## src/hdl/chg_pkg.sv

```systemverilog
// Contract
// - Safety limit resets 0x40, writable only before lock
// - Limit bits 7:4 cap charge current code
// - Limit bits 3:0 cap regulation voltage code
// - Other register write locks limits; clamp above
// - Limit resets on short battery or pin low
// - Indicator bits 7:6 select drive current
// - Indicator bit 4: charging-only or always lit
// - Indicator bits 3:2 select on-time
// - Indicator bits 1:0 select off-time
// - AC map answers at address 6AH
// - Writing bit 7 restarts timer, self-clearing
// - Reading bit 7 returns limit reset pin
// - Status bit 6 enables status pin, default 1
// - Status bits 5:4 report charge state
// - Status bits 2:0 report fault code
// - Control bits 7:6 select input current limit
// - Control bits 5:4 weak-battery threshold, default 3.7V
// - Control bit 3 termination enable, reset 0
// - Control bit 2 charger disable, reset 0
// - Control bit 1 high impedance, reset 0
// - Voltage bits 7:2 regulation code, default 3.54V
package chg_pkg;

    // Bus addresses (7-bit)
    localparam logic [6:0] I2C_ADDR_AC    = 7'h6a;
    localparam logic [6:0] I2C_ADDR_LIMIT = 7'h6b;

    // Register offsets
    localparam logic [7:0] OFS_STATUS_CTRL = 8'h00;
    localparam logic [7:0] OFS_CONTROL     = 8'h01;
    localparam logic [7:0] OFS_VOLTAGE     = 8'h02;
    localparam logic [7:0] OFS_SAFETY      = 8'h06;
    localparam logic [7:0] OFS_INDICATOR   = 8'h07;

    // Reset values
    localparam logic       RST_STAT_EN   = 1'b1;
    localparam logic [7:0] RST_CONTROL   = 8'h70;
    localparam logic [7:0] RST_VOLTAGE   = 8'h0a;
    localparam logic [7:0] RST_SAFETY    = 8'h40;
    localparam logic [7:0] RST_INDICATOR = 8'h82;

    // Writable bits per register
    localparam logic [7:0] MASK_CONTROL   = 8'hfe;
    localparam logic [7:0] MASK_VOLTAGE   = 8'hfc;
    localparam logic [7:0] MASK_INDICATOR = 8'hdf;

    // Field positions
    localparam int BIT_TMR_RESTART = 7;
    localparam int BIT_STAT_EN     = 6;
    localparam int BIT_TE          = 3;
    localparam int BIT_CE          = 2;
    localparam int BIT_HZ          = 1;
    localparam int BIT_IND_BEHAV   = 4;

    // 4.2V limit offset above 3.5V, in 20mV steps
    localparam logic [5:0] VREG_LIMIT_BASE = 6'h23;
    localparam logic [1:0] CHG_STATE_CHARGING = 2'h1;
    localparam logic [1:0] IND_CUR_OFF        = 2'h0;
    localparam logic [1:0] IND_ON_CONSTANT    = 2'h3;

    // Timing
    localparam int CLK_PERIOD_NS = 20;
    localparam int MS_NS         = 1000000;
    localparam int MS_CYCLES     = MS_NS / CLK_PERIOD_NS;
    localparam logic [11:0] IND_ON_MS_0  = 12'd130;
    localparam logic [11:0] IND_ON_MS_1  = 12'd260;
    localparam logic [11:0] IND_ON_MS_2  = 12'd520;
    localparam logic [11:0] IND_OFF_MS_0 = 12'd390;
    localparam logic [11:0] IND_OFF_MS_1 = 12'd780;
    localparam logic [11:0] IND_OFF_MS_2 = 12'd1560;
    localparam logic [11:0] IND_OFF_MS_3 = 12'd3120;

    typedef enum logic [8:0] {
        S_IDLE     = 9'h001,
        S_ADDR     = 9'h002,
        S_ADDR_ACK = 9'h004,
        S_PTR      = 9'h008,
        S_PTR_ACK  = 9'h010,
        S_WR       = 9'h020,
        S_WR_ACK   = 9'h040,
        S_RD       = 9'h080,
        S_RD_ACK   = 9'h100
    } chg_i2c_state_e;

endpackage

```

## src/hdl/chg_config_regs.sv

```systemverilog
`timescale 1ns/1ps
module chg_config_regs
    import chg_pkg::*;
#(
    parameter int MS_CYCLES_P = MS_CYCLES
)(
    // Clock and reset
    input  wire logic       mclk,
    input  wire logic       rst,
    // Host bus pins
    input  wire logic       scl_i,
    input  wire logic       sda_i,
    output logic            sda_o,
    output logic            sda_oe_n,
    // Charger status in
    input  wire logic [1:0] charge_state,
    input  wire logic [2:0] fault_code,
    input  wire logic       vbat_below_short,
    input  wire logic       safety_limit_reset_pin_n,
    input  wire logic [3:0] fast_charge_req_code,
    // Charger controls out
    output logic            safety_timer_restart,
    output logic            stat_enable,
    output logic [1:0]      input_current_limit_sel,
    output logic [1:0]      weak_battery_threshold,
    output logic            termination_enable,
    output logic            charger_disable,
    output logic            high_impedance_select,
    output logic [5:0]      battery_voltage_code,
    output logic [3:0]      fast_charge_code,
    // Safety limits out
    output logic [3:0]      max_charge_current_code,
    output logic [3:0]      max_regulation_voltage_code,
    output logic            safety_limit_locked,
    // Indicator out
    output logic [1:0]      indicator_current_sel,
    output logic            indicator_on
);

    logic       wr_stb, map_ac;
    logic [7:0] wr_data, reg_ptr, rd_data;

    logic       stat_en_r;
    logic [7:0] control_r, voltage_r, safety_r, indicator_r;
    logic       lock_r, restart_r;

    logic       wr_status, wr_control, wr_voltage, wr_safety, wr_indicator;
    logic       limit_reset;
    logic [5:0] vreg_limit;

    logic [15:0] prescale_r;
    logic        ms_tick;
    logic [11:0] ms_cnt_r, on_ms, off_ms;
    logic        phase_on_r, ind_enable;
    logic [1:0]  behav_cur, on_sel, off_sel;

    chg_i2c_target chg_i2c_target_i (
        .mclk     (mclk),
        .rst      (rst),
        .scl_i    (scl_i),
        .sda_i    (sda_i),
        .sda_o    (sda_o),
        .sda_oe_n (sda_oe_n),
        .wr_stb   (wr_stb),
        .wr_data  (wr_data),
        .map_ac   (map_ac),
        .reg_ptr  (reg_ptr),
        .rd_data  (rd_data)
    );

    // Write decode per map
    assign wr_status    = wr_stb & map_ac & (reg_ptr == OFS_STATUS_CTRL);
    assign wr_control   = wr_stb & map_ac & (reg_ptr == OFS_CONTROL);
    assign wr_voltage   = wr_stb & map_ac & (reg_ptr == OFS_VOLTAGE);
    assign wr_safety    = wr_stb & ~map_ac & (reg_ptr == OFS_SAFETY);
    assign wr_indicator = wr_stb & ~map_ac & (reg_ptr == OFS_INDICATOR);

    // Short battery or pin pulled low restores limits
    assign limit_reset = vbat_below_short | ~safety_limit_reset_pin_n;

    // Safety limit register and its lock
    always_ff @(posedge mclk or posedge rst) begin
        if (rst) begin
            safety_r <= RST_SAFETY;
            lock_r   <= 1'b0;
        end else if (limit_reset) begin
            safety_r <= RST_SAFETY;
            lock_r   <= 1'b0;
        end else begin
            if (wr_safety && !lock_r)
                safety_r <= wr_data;
            // Any other mapped write freezes the limits, defaults included
            if (wr_status || wr_control || wr_voltage || wr_indicator)
                lock_r <= 1'b1;
        end
    end

    // AC status/control writable part
    always_ff @(posedge mclk or posedge rst) begin
        if (rst) begin
            stat_en_r <= RST_STAT_EN;
            restart_r <= 1'b0;
        end else begin
            restart_r <= wr_status & wr_data[BIT_TMR_RESTART];
            if (wr_status)
                stat_en_r <= wr_data[BIT_STAT_EN];
        end
    end

    // Control and charge voltage registers
    always_ff @(posedge mclk or posedge rst) begin
        if (rst) begin
            control_r <= RST_CONTROL & MASK_CONTROL;
            voltage_r <= RST_VOLTAGE & MASK_VOLTAGE;
        end else begin
            if (wr_control)
                control_r <= wr_data & MASK_CONTROL;
            if (wr_voltage)
                voltage_r <= wr_data & MASK_VOLTAGE;
        end
    end

    // Indicator configuration
    always_ff @(posedge mclk or posedge rst) begin
        if (rst)
            indicator_r <= RST_INDICATOR;
        else if (wr_indicator)
            indicator_r <= wr_data & MASK_INDICATOR;
    end

    // Read-back mux; unmapped offsets read zero
    always_comb begin
        rd_data = 8'h00;
        if (map_ac) begin
            case (reg_ptr)
                OFS_STATUS_CTRL: rd_data = {safety_limit_reset_pin_n, stat_en_r, charge_state, 1'b0, fault_code};
                OFS_CONTROL:     rd_data = control_r;
                OFS_VOLTAGE:     rd_data = voltage_r;
                default:         rd_data = 8'h00;
            endcase
        end else begin
            case (reg_ptr)
                OFS_SAFETY:    rd_data = safety_r;
                OFS_INDICATOR: rd_data = indicator_r;
                default:       rd_data = 8'h00;
            endcase
        end
    end

    // Voltage ceiling in charge-voltage code units
    assign vreg_limit = VREG_LIMIT_BASE + {2'b00, safety_r[3:0]};

    // Registered control outputs; clamps keep stored value for read-back
    always_ff @(posedge mclk or posedge rst) begin
        if (rst) begin
            safety_timer_restart        <= 1'b0;
            stat_enable                 <= RST_STAT_EN;
            input_current_limit_sel     <= RST_CONTROL[7:6];
            weak_battery_threshold      <= RST_CONTROL[5:4];
            termination_enable          <= RST_CONTROL[BIT_TE];
            charger_disable             <= RST_CONTROL[BIT_CE];
            high_impedance_select       <= RST_CONTROL[BIT_HZ];
            battery_voltage_code        <= RST_VOLTAGE[7:2];
            fast_charge_code            <= 4'h0;
            max_charge_current_code     <= RST_SAFETY[7:4];
            max_regulation_voltage_code <= RST_SAFETY[3:0];
            safety_limit_locked         <= 1'b0;
            indicator_current_sel       <= RST_INDICATOR[7:6];
        end else begin
            safety_timer_restart        <= restart_r;
            stat_enable                 <= stat_en_r;
            input_current_limit_sel     <= control_r[7:6];
            weak_battery_threshold      <= control_r[5:4];
            termination_enable          <= control_r[BIT_TE];
            charger_disable             <= control_r[BIT_CE];
            high_impedance_select       <= control_r[BIT_HZ];
            battery_voltage_code        <= (voltage_r[7:2] > vreg_limit) ? vreg_limit : voltage_r[7:2];
            fast_charge_code            <= (fast_charge_req_code > safety_r[7:4]) ?
                                           safety_r[7:4] : fast_charge_req_code;
            max_charge_current_code     <= safety_r[7:4];
            max_regulation_voltage_code <= safety_r[3:0];
            safety_limit_locked         <= lock_r;
            indicator_current_sel       <= indicator_r[7:6];
        end
    end

    // Millisecond prescaler for the indicator timing
    assign ms_tick = (prescale_r == 16'(MS_CYCLES_P - 1));

    always_ff @(posedge mclk or posedge rst) begin
        if (rst)
            prescale_r <= 16'h0000;
        else if (ms_tick)
            prescale_r <= 16'h0000;
        else
            prescale_r <= prescale_r + 16'h0001;
    end

    assign behav_cur = indicator_r[7:6];
    assign on_sel    = indicator_r[3:2];
    assign off_sel   = indicator_r[1:0];

    // Gated by charging unless told to show always
    assign ind_enable = (behav_cur != IND_CUR_OFF) &&
                        (indicator_r[BIT_IND_BEHAV] || charge_state == CHG_STATE_CHARGING);

    always_comb begin
        case (on_sel)
            2'h0:    on_ms = IND_ON_MS_0;
            2'h1:    on_ms = IND_ON_MS_1;
            default: on_ms = IND_ON_MS_2;
        endcase
        case (off_sel)
            2'h0:    off_ms = IND_OFF_MS_0;
            2'h1:    off_ms = IND_OFF_MS_1;
            2'h2:    off_ms = IND_OFF_MS_2;
            default: off_ms = IND_OFF_MS_3;
        endcase
    end

    // Blink phase; restarts lit whenever the indicator is gated off
    always_ff @(posedge mclk or posedge rst) begin
        if (rst) begin
            phase_on_r <= 1'b1;
            ms_cnt_r   <= 12'h000;
        end else if (!ind_enable || on_sel == IND_ON_CONSTANT) begin
            phase_on_r <= 1'b1;
            ms_cnt_r   <= 12'h000;
        end else if (ms_tick) begin
            if (ms_cnt_r >= (phase_on_r ? on_ms : off_ms) - 12'h001) begin
                phase_on_r <= ~phase_on_r;
                ms_cnt_r   <= 12'h000;
            end else begin
                ms_cnt_r <= ms_cnt_r + 12'h001;
            end
        end
    end

    always_ff @(posedge mclk or posedge rst) begin
        if (rst)
            indicator_on <= 1'b0;
        else
            indicator_on <= ind_enable & phase_on_r;
    end

endmodule // chg_config_regs

```

## src/hdl/chg_i2c_target.sv

```systemverilog
`timescale 1ns/1ps
module chg_i2c_target
    import chg_pkg::*;
(
    // Clock and reset
    input  wire logic       mclk,
    input  wire logic       rst,
    // Bus pins
    input  wire logic       scl_i,
    input  wire logic       sda_i,
    output logic            sda_o,
    output logic            sda_oe_n,
    // Register side
    output logic            wr_stb,
    output logic [7:0]      wr_data,
    output logic            map_ac,
    output logic [7:0]      reg_ptr,
    input  wire logic [7:0] rd_data
);

    chg_i2c_state_e state_r;
    logic       scl_q, sda_q, done_r, drive_r;
    logic [2:0] bitcnt_r;
    logic [7:0] shift_r, tx_r;
    logic       scl_rise, scl_fall, start_c, stop_c, ack_r;

    assign scl_rise = scl_i & ~scl_q;
    assign scl_fall = ~scl_i & scl_q;
    assign start_c  = scl_i & scl_q & sda_q & ~sda_i;
    assign stop_c   = scl_i & scl_q & ~sda_q & sda_i;
    // Open drain: only ever pulls low
    assign sda_o    = 1'b0;
    assign sda_oe_n = ~drive_r;

    always_ff @(posedge mclk or posedge rst) begin
        if (rst) begin
            scl_q <= 1'b1;
            sda_q <= 1'b1;
        end else begin
            scl_q <= scl_i;
            sda_q <= sda_i;
        end
    end

    always_ff @(posedge mclk or posedge rst) begin
        if (rst) begin
            state_r  <= S_IDLE;
            bitcnt_r <= 3'h0;
            done_r   <= 1'b0;
            drive_r  <= 1'b0;
            shift_r  <= 8'h00;
            tx_r     <= 8'h00;
            ack_r    <= 1'b0;
            map_ac   <= 1'b0;
            reg_ptr  <= 8'h00;
            wr_stb   <= 1'b0;
            wr_data  <= 8'h00;
        end else begin
            wr_stb <= 1'b0;
            if (start_c) begin
                state_r  <= S_ADDR;
                bitcnt_r <= 3'h0;
                done_r   <= 1'b0;
                drive_r  <= 1'b0;
            end else if (stop_c) begin
                state_r <= S_IDLE;
                drive_r <= 1'b0;
            end else begin
                if (scl_rise && (state_r == S_ADDR || state_r == S_PTR || state_r == S_WR || state_r == S_RD)) begin
                    shift_r  <= {shift_r[6:0], sda_i};
                    bitcnt_r <= bitcnt_r + 3'h1;
                    done_r   <= (bitcnt_r == 3'h7);
                end
                if (scl_rise && state_r == S_RD_ACK)
                    ack_r <= ~sda_i;
                if (scl_fall) begin
                    done_r <= 1'b0;
                    case (state_r)
                        S_ADDR: if (done_r) begin
                            if (shift_r[7:1] == I2C_ADDR_AC || shift_r[7:1] == I2C_ADDR_LIMIT) begin
                                map_ac  <= (shift_r[7:1] == I2C_ADDR_AC);
                                ack_r   <= shift_r[0];
                                drive_r <= 1'b1;
                                state_r <= S_ADDR_ACK;
                            end else begin
                                state_r <= S_IDLE;
                            end
                        end
                        S_ADDR_ACK: begin
                            if (ack_r) begin
                                drive_r <= ~rd_data[7];
                                tx_r    <= {rd_data[6:0], 1'b0};
                                state_r <= S_RD;
                            end else begin
                                drive_r <= 1'b0;
                                state_r <= S_PTR;
                            end
                        end
                        S_PTR: if (done_r) begin
                            reg_ptr <= shift_r;
                            drive_r <= 1'b1;
                            state_r <= S_PTR_ACK;
                        end
                        S_WR: if (done_r) begin
                            wr_stb  <= 1'b1;
                            wr_data <= shift_r;
                            drive_r <= 1'b1;
                            state_r <= S_WR_ACK;
                        end
                        S_PTR_ACK, S_WR_ACK: begin
                            if (state_r == S_WR_ACK)
                                reg_ptr <= reg_ptr + 8'h01;
                            drive_r <= 1'b0;
                            state_r <= S_WR;
                        end
                        S_RD: begin
                            if (done_r) begin
                                drive_r <= 1'b0;
                                reg_ptr <= reg_ptr + 8'h01;
                                state_r <= S_RD_ACK;
                            end else begin
                                drive_r <= ~tx_r[7];
                                tx_r    <= {tx_r[6:0], 1'b0};
                            end
                        end
                        S_RD_ACK: begin
                            if (ack_r) begin
                                drive_r <= ~rd_data[7];
                                tx_r    <= {rd_data[6:0], 1'b0};
                                state_r <= S_RD;
                            end else begin
                                state_r <= S_IDLE;
                            end
                        end
                        default: state_r <= S_IDLE;
                    endcase
                end
            end
        end
    end

endmodule // chg_i2c_target

```

## config.mk

```make
export PLATFORM = sky130hd
export DESIGN_NAME = chg_config_regs
export DESIGN_NICKNAME = d
export VERILOG_FILES = /design/src/hdl/chg_pkg.sv /design/src/hdl/chg_config_regs.sv /design/src/hdl/chg_i2c_target.sv
export SDC_FILE = /design/constraint.sdc
export NUM_CORES = 1
export LEC_CHECK = 0
export BUFFER_PORTS_ARGS = -buffer_cell sky130_fd_sc_hd__buf_2
export CAP_MARGIN = 20
export CELL_PAD_IN_SITES_DETAIL_PLACEMENT = 0
export CELL_PAD_IN_SITES_GLOBAL_PLACEMENT = 1
export CORE_ASPECT_RATIO = 1.1
export CORE_MARGIN = 5
export CORE_UTILIZATION = 54
export CTS_BUF_LIST = sky130_fd_sc_hd__clkbuf_8
export CTS_CLUSTER_DIAMETER = 30
export DETAILED_ROUTE_END_ITERATION = 8
export GPL_ROUTABILITY_DRIVEN = 0
export PLACE_DENSITY_LB_ADDON = 0.2
export SYNTH_ARGS = -nofsm -noshare
export SYNTH_HDL_FRONTEND = slang
export SYNTH_SLANG_ARGS = --single-unit
```

## constraint.sdc

```tcl
create_clock -name mclk -period 8.7 [get_ports mclk]
set_input_delay 0.87 -clock mclk [delete_from_list [all_inputs] [get_ports mclk]]
set_output_delay 0.87 -clock mclk [all_outputs]
set_load 0.05 [all_outputs]
```

# Word-level counts from Yosys, hierarchy flattened
# Index checks and enable logic that the tools add are counted.
[totals]
latch_bits = 0
reg_bits = 142
mem_bits_ro = 0
memories = 0
wordCells = 216
ram_bits = 0
output_inout_bits = 33
input_bits = 15
[classes]
div_mod_pow = 0
n_reduce_logical = 43
bitwise = 29
n_lt_le_gt_ge = 3
mux = 64
n_addsub = 6
n_eq_ne = 34
shifts = 0
mul = 0
[op_table]
columns = ["cell", "count"]
rows = [
  ["2-to-1 mux 8 bit", 10],
  ["2-to-1 mux 9 bit", 7],
  ["one-hot mux 9 bit (7 select lines)", 1],
  ["2-to-1 mux 12 bit", 4],
  ["one-hot mux 8 bit (3 select lines)", 2],
  ["one-hot mux 12 bit (3 select lines)", 1],
  ["one-hot mux 8 bit (2 select lines)", 2],
  ["2-to-1 mux 1 bit", 28],
  ["inequality test 4 x 1 -> 1 bit (second input constant)", 6],
  ["one-hot mux 10 bit (2 select lines)", 1],
  ["AND reduction 6 bit", 3],
  ["adder 16 x 1 -> 16 bit (second input constant)", 1],
  ["AND 1 bit", 16],
  ["equality test 16 bit (second input constant)", 1],
  ["equality test 8 x 3 -> 1 bit (second input constant)", 2],
  ["2-to-1 mux 16 bit", 1],
  ["equality test 7 bit (second input constant)", 2],
  ["nonzero test 2 bit", 7],
  ["adder 12 x 1 -> 12 bit (second input constant)", 1],
  [">= comparator 12 bit", 1],
  ["2-to-1 mux 3 bit", 4],
  ["inverter 1 bit", 12],
  ["subtractor 12 x 1 -> 12 bit (second input constant)", 1],
  ["inequality test 2 x 1 -> 1 bit (second input constant)", 5],
  ["36 further kinds", 60],
]

# Logic depth before layout (Yosys ltp)
[depth]
depth_word = 9
depth_mapped = 18
mapped_depth_nobuf = 17

# Modules after synthesis
# Synthesis repeated with hierarchy kept, for this count alone.
[unflattened]
hier_cells = 707
area_unflattened_um2 = 7425.9
[modules_own_cells]
columns = ["module", "cells_each", "instances", "area_each_um2", "seq_area_each_um2"]
rows = [
  ["chg_config_regs", 444, 1, 4710.8, 2297.2],
  ["chg_i2c_target", 263, 1, 2715.1, 1255.0],
]

# Worst setup path after synthesis
# Ideal clock, no wire load.
[synth_timing]
kind = "reg-to-reg"
from = "register indicator_r[1]"
to = "register phase_on_r"
path_slack_ns = 5.315
required_time_ns = 8.608
setup_ns = 0.092
arrival_time_ns = 3.293
stages_incl_launch_ff = 18
synth_period_minus_slack_ns = 3.385
n_path_buf = 0
cell_sequence = "dfstp_2 -> inv_1 -> ha_1 -> nor2_1 -> nor3_1 -> a31oi_1 -> ha_1 -> inv_1 -> o21ai_0 -> o21ai_0 -> o21ai_0 -> ha_1 -> a21o_1 -> a21o_1 -> a21oi_1 -> o221a_2 -> nor3_1 -> or3b_2"
[synth_between]
elab_chain_len = 7
word_cells_on_any_way = 9
cone_classes = "1 x add/sub; 1 x order compare; 2 x eq/ne; 2 x mux; 3 x reduce/logical"
[synth_lines]
columns = ["item", "line_no", "rtl"]
rows = [
  ["from (decl)", "chg_config_regs.sv:44", "logic [7:0] control_r, voltage_r, safety_r, indicator_r;"],
  ["from (signal assigned)", "chg_config_regs.sv:128", "indicator_r <= wr_data & MASK_INDICATOR;"],
  ["equality test 2 bit, or another cell as far along", "chg_config_regs.sv:213", "case (off_sel)"],
  ["one-hot mux 12 bit (3 select lines) *", "chg_config_regs.sv:213", ""],
  ["2-to-1 mux 12 bit *", "chg_config_regs.sv:230", "if (ms_cnt_r >= (phase_on_r ? on_ms : off_ms) - 12'h001) begin"],
  ["subtractor 12 x 1 -> 12 bit *", "chg_config_regs.sv:230", ""],
  [">= comparator 12 bit *", "chg_config_regs.sv:230", ""],
  ["nonzero test 2 bit (no line) *", "n/a", ""],
  ["AND reduction 2 bit (no line) *", "n/a", ""],
  ["to (signal assigned)", "chg_config_regs.sv:231", "phase_on_r <= ~phase_on_r;"],
  ["to (decl)", "chg_config_regs.sv:54", "logic phase_on_r, ind_enable;"],
]
# Mark *: on every way between the ends. The rest lies on a longest branch, timed or not.
# A chain may end at the register's enable or synchronous reset.

# Worst setup path in the final report
[layout_timing]
from = "register indicator_r[1]"
to = "register ms_cnt_r[11]"
[layout_between]
elab_chain_len = 8
word_cells_on_any_way = 10
cone_classes = "1 x add/sub; 1 x order compare; 2 x eq/ne; 5 x mux; 1 x reduce/logical"
[layout_lines]
columns = ["item", "line_no", "rtl"]
rows = [
  ["equality test 2 bit, or another cell as far along", "chg_config_regs.sv:213", ""],
  ["one-hot mux 12 bit (3 select lines) *", "chg_config_regs.sv:213", ""],
  ["2-to-1 mux 12 bit *", "chg_config_regs.sv:230", ""],
  ["subtractor 12 x 1 -> 12 bit *", "chg_config_regs.sv:230", ""],
  [">= comparator 12 bit *", "chg_config_regs.sv:230", ""],
  ["2-to-1 mux 12 bit *", "chg_config_regs.sv:230", ""],
  ["2-to-1 mux 12 bit *", "chg_config_regs.sv:229", "end else if (ms_tick) begin"],
  ["2-to-1 mux 12 bit *", "chg_config_regs.sv:226", "end else if (!ind_enable || on_sel == IND_ON_CONSTANT) begin"],
  ["to (signal assigned)", "chg_config_regs.sv:234", "ms_cnt_r <= ms_cnt_r + 12'h001;"],
  ["to (decl)", "chg_config_regs.sv:53", "logic [11:0] ms_cnt_r, on_ms, off_ms;"],
]
# Mark *: on every way between the ends. The rest lies on a longest branch, timed or not. The select of a mux whose other input is x is not followed.

==> impl_summary.txt <==
----------------------------------------------------
[Setup path]
  Worst Path Class, Setup ... reg -> reg
  Source of the worst register-to-register timing path ... indicator_r[1]
  Critical path data required time ... 8.99 ns
  Crit-path max FO ... 11
  CP Launch Type ... flip-flop
  Type of element capturing the critical path ... flip-flop
  Worst EP arrival ... 4.33 ns
  Critical path startpoint ... indicator_r[1]

[GRT]
  Global-route congestion overflow total ... 0
  First-pass GRT wire length ... 25800 um
  Overall fraction of global-route tracks in use ... 21.0%
  Antenna violations before repair ... 0
  Number of global-route vias before repair ... 5182
  Pin count of the biggest net entering global routing ... between 80 and 90

[Yosys]
  Number of unique standard cell types used by synthesis ... 69
  Share of flip-flops with an asynchronous set or reset ... between 90% and 100%
  Predominant post-synthesis flop cell ... sky130_fd_sc_hd__dfrtp_1
  Yosys top cell by area ... sky130_fd_sc_hd__dfrtp_1
  EDFF count, synth ... 0
  Post-synth net total ... 724
  Synth Cell Area ... 7170 um^2
  Number of cells produced by synthesis ... around 670
  Leading cell types by total area after synthesis ... sky130_fd_sc_hd__dfrtp_1, sky130_fd_sc_hd__dfstp_2, sky130_fd_sc_hd__mux2_2
  Post-Syn Area per Cell ... about 11 um^2
  Number of synthesized register bits ... 141
  Share of the synthesized area in the top cell type ... 42.6%
  Sequential fraction of the synthesis area ... 49.5%
  Number of warnings issued by yosys ... 0

[Power and ir drop]
  P_sw ... a little over 300 uW
  Static leakage power ... between 0.003 and 0.004 uW
  Power share of the sequential group ... between 50% and 60%
  Clock group share of total power ... 44.8%
  Switching part of the total power ... 22.5%
  Power per standard cell area ... between 150 and 200 nW/um^2
  Highest ir drop seen on vdd ... 119 uV
  Internal power summed over all cells ... between 1000 and 1500 uW
  Logic gate share of total power ... 4.9%

[Hold path]
  Min-Delay Path Class ... reg -> reg
  HP Start ... restart_r

[Timing]
  Achievable clock frequency ... 0.248 GHz
  Count of pins over their slew limit ... 0
  Part of the cycle the worst path needs ... a little under half
  Transition at the pin with the smallest max-transition slack ... ~0.91 ns
  Setup Viol. Count Final ... 0
  Time the worst path needs with I/O delays and setup ... 4.03 ns
  Worst relative slew slack ... approximately 40%
  Worst hold margin ... roughly 0.36 ns
  Worst setup skew after layout ... about 0.013 ns
  Setup total negative slack ... 0 ns
  Fin. Hold Viols ... 0
  Minimum setup slack in the final design ... 4.67 ns
  Setup repair after global routing missed its margin ... false

[Routing]
  Average wire per standard cell ... ~17 um
  Detailed-route DRC error count ... 0
  Routed vias/inst ... 5.78
  Routed WL ... 15300 um
  Length of the first detailed-routing pass in iterations ... 5
  Post-detailed-route count of antenna-violating nets ... 0
  Number of DRC violations after detailed-routing iteration 0 ... 256
  Vias after detailed routing ... 5113

[CTS]
  CTS tree ... yes
  Buffer levels on the longest clock path ... 2
  Post-CTS setup buffers ... 0
  H-Tree Depth ... 4
  Number of buffers created by CTS ... 17
  Clock slew at the register clock pins of the worst setup and hold paths ... 0.07 ns
  Post-CTS Resized ... 0
  Number of clock sinks seen by CTS ... approximately 140
  Cell at the root of the clock tree ... sky130_fd_sc_hd__clkbuf_8
  Post-cts hold buffer count ... 0
  Clock latency on the worst-skew pair ... between 0.4 and 0.5 ns

[Die]
  Core footprint ... 13100 um^2
  Die area ... roughly 16000 um^2
  Number of top-level design ports ... 48
  Starting Density ... 54.7%
  Die extent in x ... 120 um
  Placement row count ... 44
  Height of the die ... 131 um

[Placement]
  Number of buffers inserted by port buffering ... 46
  Cell count after placement ... roughly 850
  HPWL after DPL ... 11100 um
  Minimum setup slack after placement ... between 4 and 5 ns

[Final layout]
  Layout cell share with drive strength beyond 1 ... between 20% and 30%
  Relative area change from synthesis to final layout ... 11.0%
  Area taken by flip-flops and latches ... 3550 um^2
  Non-filler instance count after layout ... 884
  Number of nets in the finished design ... 760
  Ant. Diodes ... 0
  Multi-input gate area ... 3350 um^2
  Final-layout fill cell count ... around 1.1k

[Run status]
  Run status ... finished clean

[Job]
  MaxCap Viol Count ... 0

----------------------------------------------------
metal layers:
| metal | vias to the layer above | GRT usage, % | routed length, um |
|---|---|---|---|
| met1 | 2520 | 26.6 | 6770 |
| met3 | 28 | 3.96 | 462 |
| met2 | 93 | 35.5 | 7770 |
| li1 | 2472 | - | - |
| met4 | 0 | 9.16 | 334 |
| met5 | - | 0 | 0 |
power groups by stage:
stage               clock (uW)  combinational, uW  sequential (uW)
floorplan                    0               46.9              693
global placement             0               65.4              695
detailed placement           0               66.9              695
CTS                        622               67.3              683
global route               652               75.7              684
finish                     609               67.0              683
critical path, cell delays in order, from the launching register on:
cell and delay, ns:
sky130_fd_sc_hd__dfstp_2 0.58, sky130_fd_sc_hd__inv_1 0.07, sky130_fd_sc_hd__ha_1 0.23, sky130_fd_sc_hd__nor2_1 0.10, sky130_fd_sc_hd__nor3_1 0.07, sky130_fd_sc_hd__a31oi_1 0.31
sky130_fd_sc_hd__ha_1 0.31, sky130_fd_sc_hd__inv_1 0.11, sky130_fd_sc_hd__o21ai_0 0.15, sky130_fd_sc_hd__o21ai_0 0.09, sky130_fd_sc_hd__o21ai_0 0.17, sky130_fd_sc_hd__ha_1 0.17
sky130_fd_sc_hd__nand4_1 0.12, sky130_fd_sc_hd__or2_2 0.31, sky130_fd_sc_hd__o221a_2 0.26, sky130_fd_sc_hd__o21bai_1 0.72, sky130_fd_sc_hd__nor2_1 0.12
final timing paths:
check | end | slack [ns] | cells past startpoint
min | safety_timer_restart | 0.36 | 0
max reg2reg | ms_cnt_r[11] | 4.67 | 16
max in group asynchronous | indicator_r[7] | 7.01 | 4
min reg2reg | safety_timer_restart | 0.36 | 0
max | ms_cnt_r[11] | 4.67 | 16
min in group asynchronous | max_charge_current_code[1] | 0.46 | 2
Yosys cell counts (13+ instances only):
cell type / number
sky130_fd_sc_hd__nor3_1: 13
sky130_fd_sc_hd__dfrtp_1: 122
sky130_fd_sc_hd__nor2_1: 66
sky130_fd_sc_hd__inv_1: 31
sky130_fd_sc_hd__a21oi_1: 22
sky130_fd_sc_hd__xor2_1: 22
sky130_fd_sc_hd__nand2_1: 42
sky130_fd_sc_hd__nand3_1: 20
sky130_fd_sc_hd__o21ai_0: 43
sky130_fd_sc_hd__mux2i_1: 20
sky130_fd_sc_hd__mux2_2: 40
sky130_fd_sc_hd__ha_1: 35
sky130_fd_sc_hd__dfstp_2: 19
sky130_fd_sc_hd__clkbuf_1: 17
per-stage QoR:
| step | instance area (um^2) | total power (uW) | util (%) |
|---|---|---|---|
| floorplan | 7170 | 739 | - |
| global placement | 7470 | 760 | 57.0 |
| detailed placement | 7470 | 762 | 57.0 |
| CTS | 7940 | 1370 | 60.6 |
| global route | 7960 | 1410 | 60.8 |
| finish | 7960 | 1360 | 60.8 |
kinds of logic (layout without fill, tap and decap cells):
family,after synthesis,after routing,share of synthesized area [%]
AOI/OAI and AO/OA,131,131,12.1
xor gates and xnor gates,33,33,4.03
adders and majority gates,35,35,6.11
buffers and inverters,63,112,3.75
DFF,141,141,49.5
muxes,60,60,9.07
other,1,1,0.0523
and+or+nand+nor,210,210,15.4
flip-flops by register name, summed over array words and instances (netlist names), 2 cells and up:
register / flops
prescale_r: 16
ms_cnt_r: 12
chg_i2c_target_i.state_r: 9
chg_i2c_target_i.reg_ptr: 8
chg_i2c_target_i.shift_r: 8
chg_i2c_target_i.wr_data: 8
safety_r: 8
chg_i2c_target_i.tx_r: 7
control_r: 7
indicator_r: 7
battery_voltage_code: 6
voltage_r: 6
fast_charge_code: 4
max_charge_current_code: 4
max_regulation_voltage_code: 4
chg_i2c_target_i.bitcnt_r: 3
indicator_current_sel: 2
input_current_limit_sel: 2
weak_battery_threshold: 2
layout make-up:
type / instances / area share (%)
repair buffers: 49 / 3.33
inverters: 31 / 1.52
flip-flops and latches: 141 / 44.6
well taps: 161 / 2.53
clock buffers: 20 / 3.46
multi-input cells: 470 / 42.1
clock inverters: 12 / 2.45
cell usage in the layout, fill, tap and decap left out, types with 8 or more instances in the layout:
| cell type | instances |
|---|---|
| sky130_fd_sc_hd__nand4_1 | 10 |
| sky130_fd_sc_hd__clkbuf_8 | 20 |
| sky130_fd_sc_hd__nand2b_1 | 8 |
| sky130_fd_sc_hd__mux2_2 | 40 |
| sky130_fd_sc_hd__a22oi_1 | 9 |
| sky130_fd_sc_hd__buf_2 | 46 |
| sky130_fd_sc_hd__nand2_1 | 42 |
| sky130_fd_sc_hd__a21oi_1 | 22 |
| sky130_fd_sc_hd__xnor2_1 | 11 |
| sky130_fd_sc_hd__inv_1 | 32 |
| sky130_fd_sc_hd__dfstp_2 | 19 |
| sky130_fd_sc_hd__xor2_1 | 22 |
| sky130_fd_sc_hd__mux2i_1 | 20 |
| sky130_fd_sc_hd__nor3_1 | 13 |
| sky130_fd_sc_hd__ha_1 | 35 |
| sky130_fd_sc_hd__dfrtp_1 | 122 |
| sky130_fd_sc_hd__nor2_1 | 66 |
| sky130_fd_sc_hd__o21ai_0 | 43 |
| sky130_fd_sc_hd__nand3_1 | 20 |
Power figures use the tool's default switching activity.
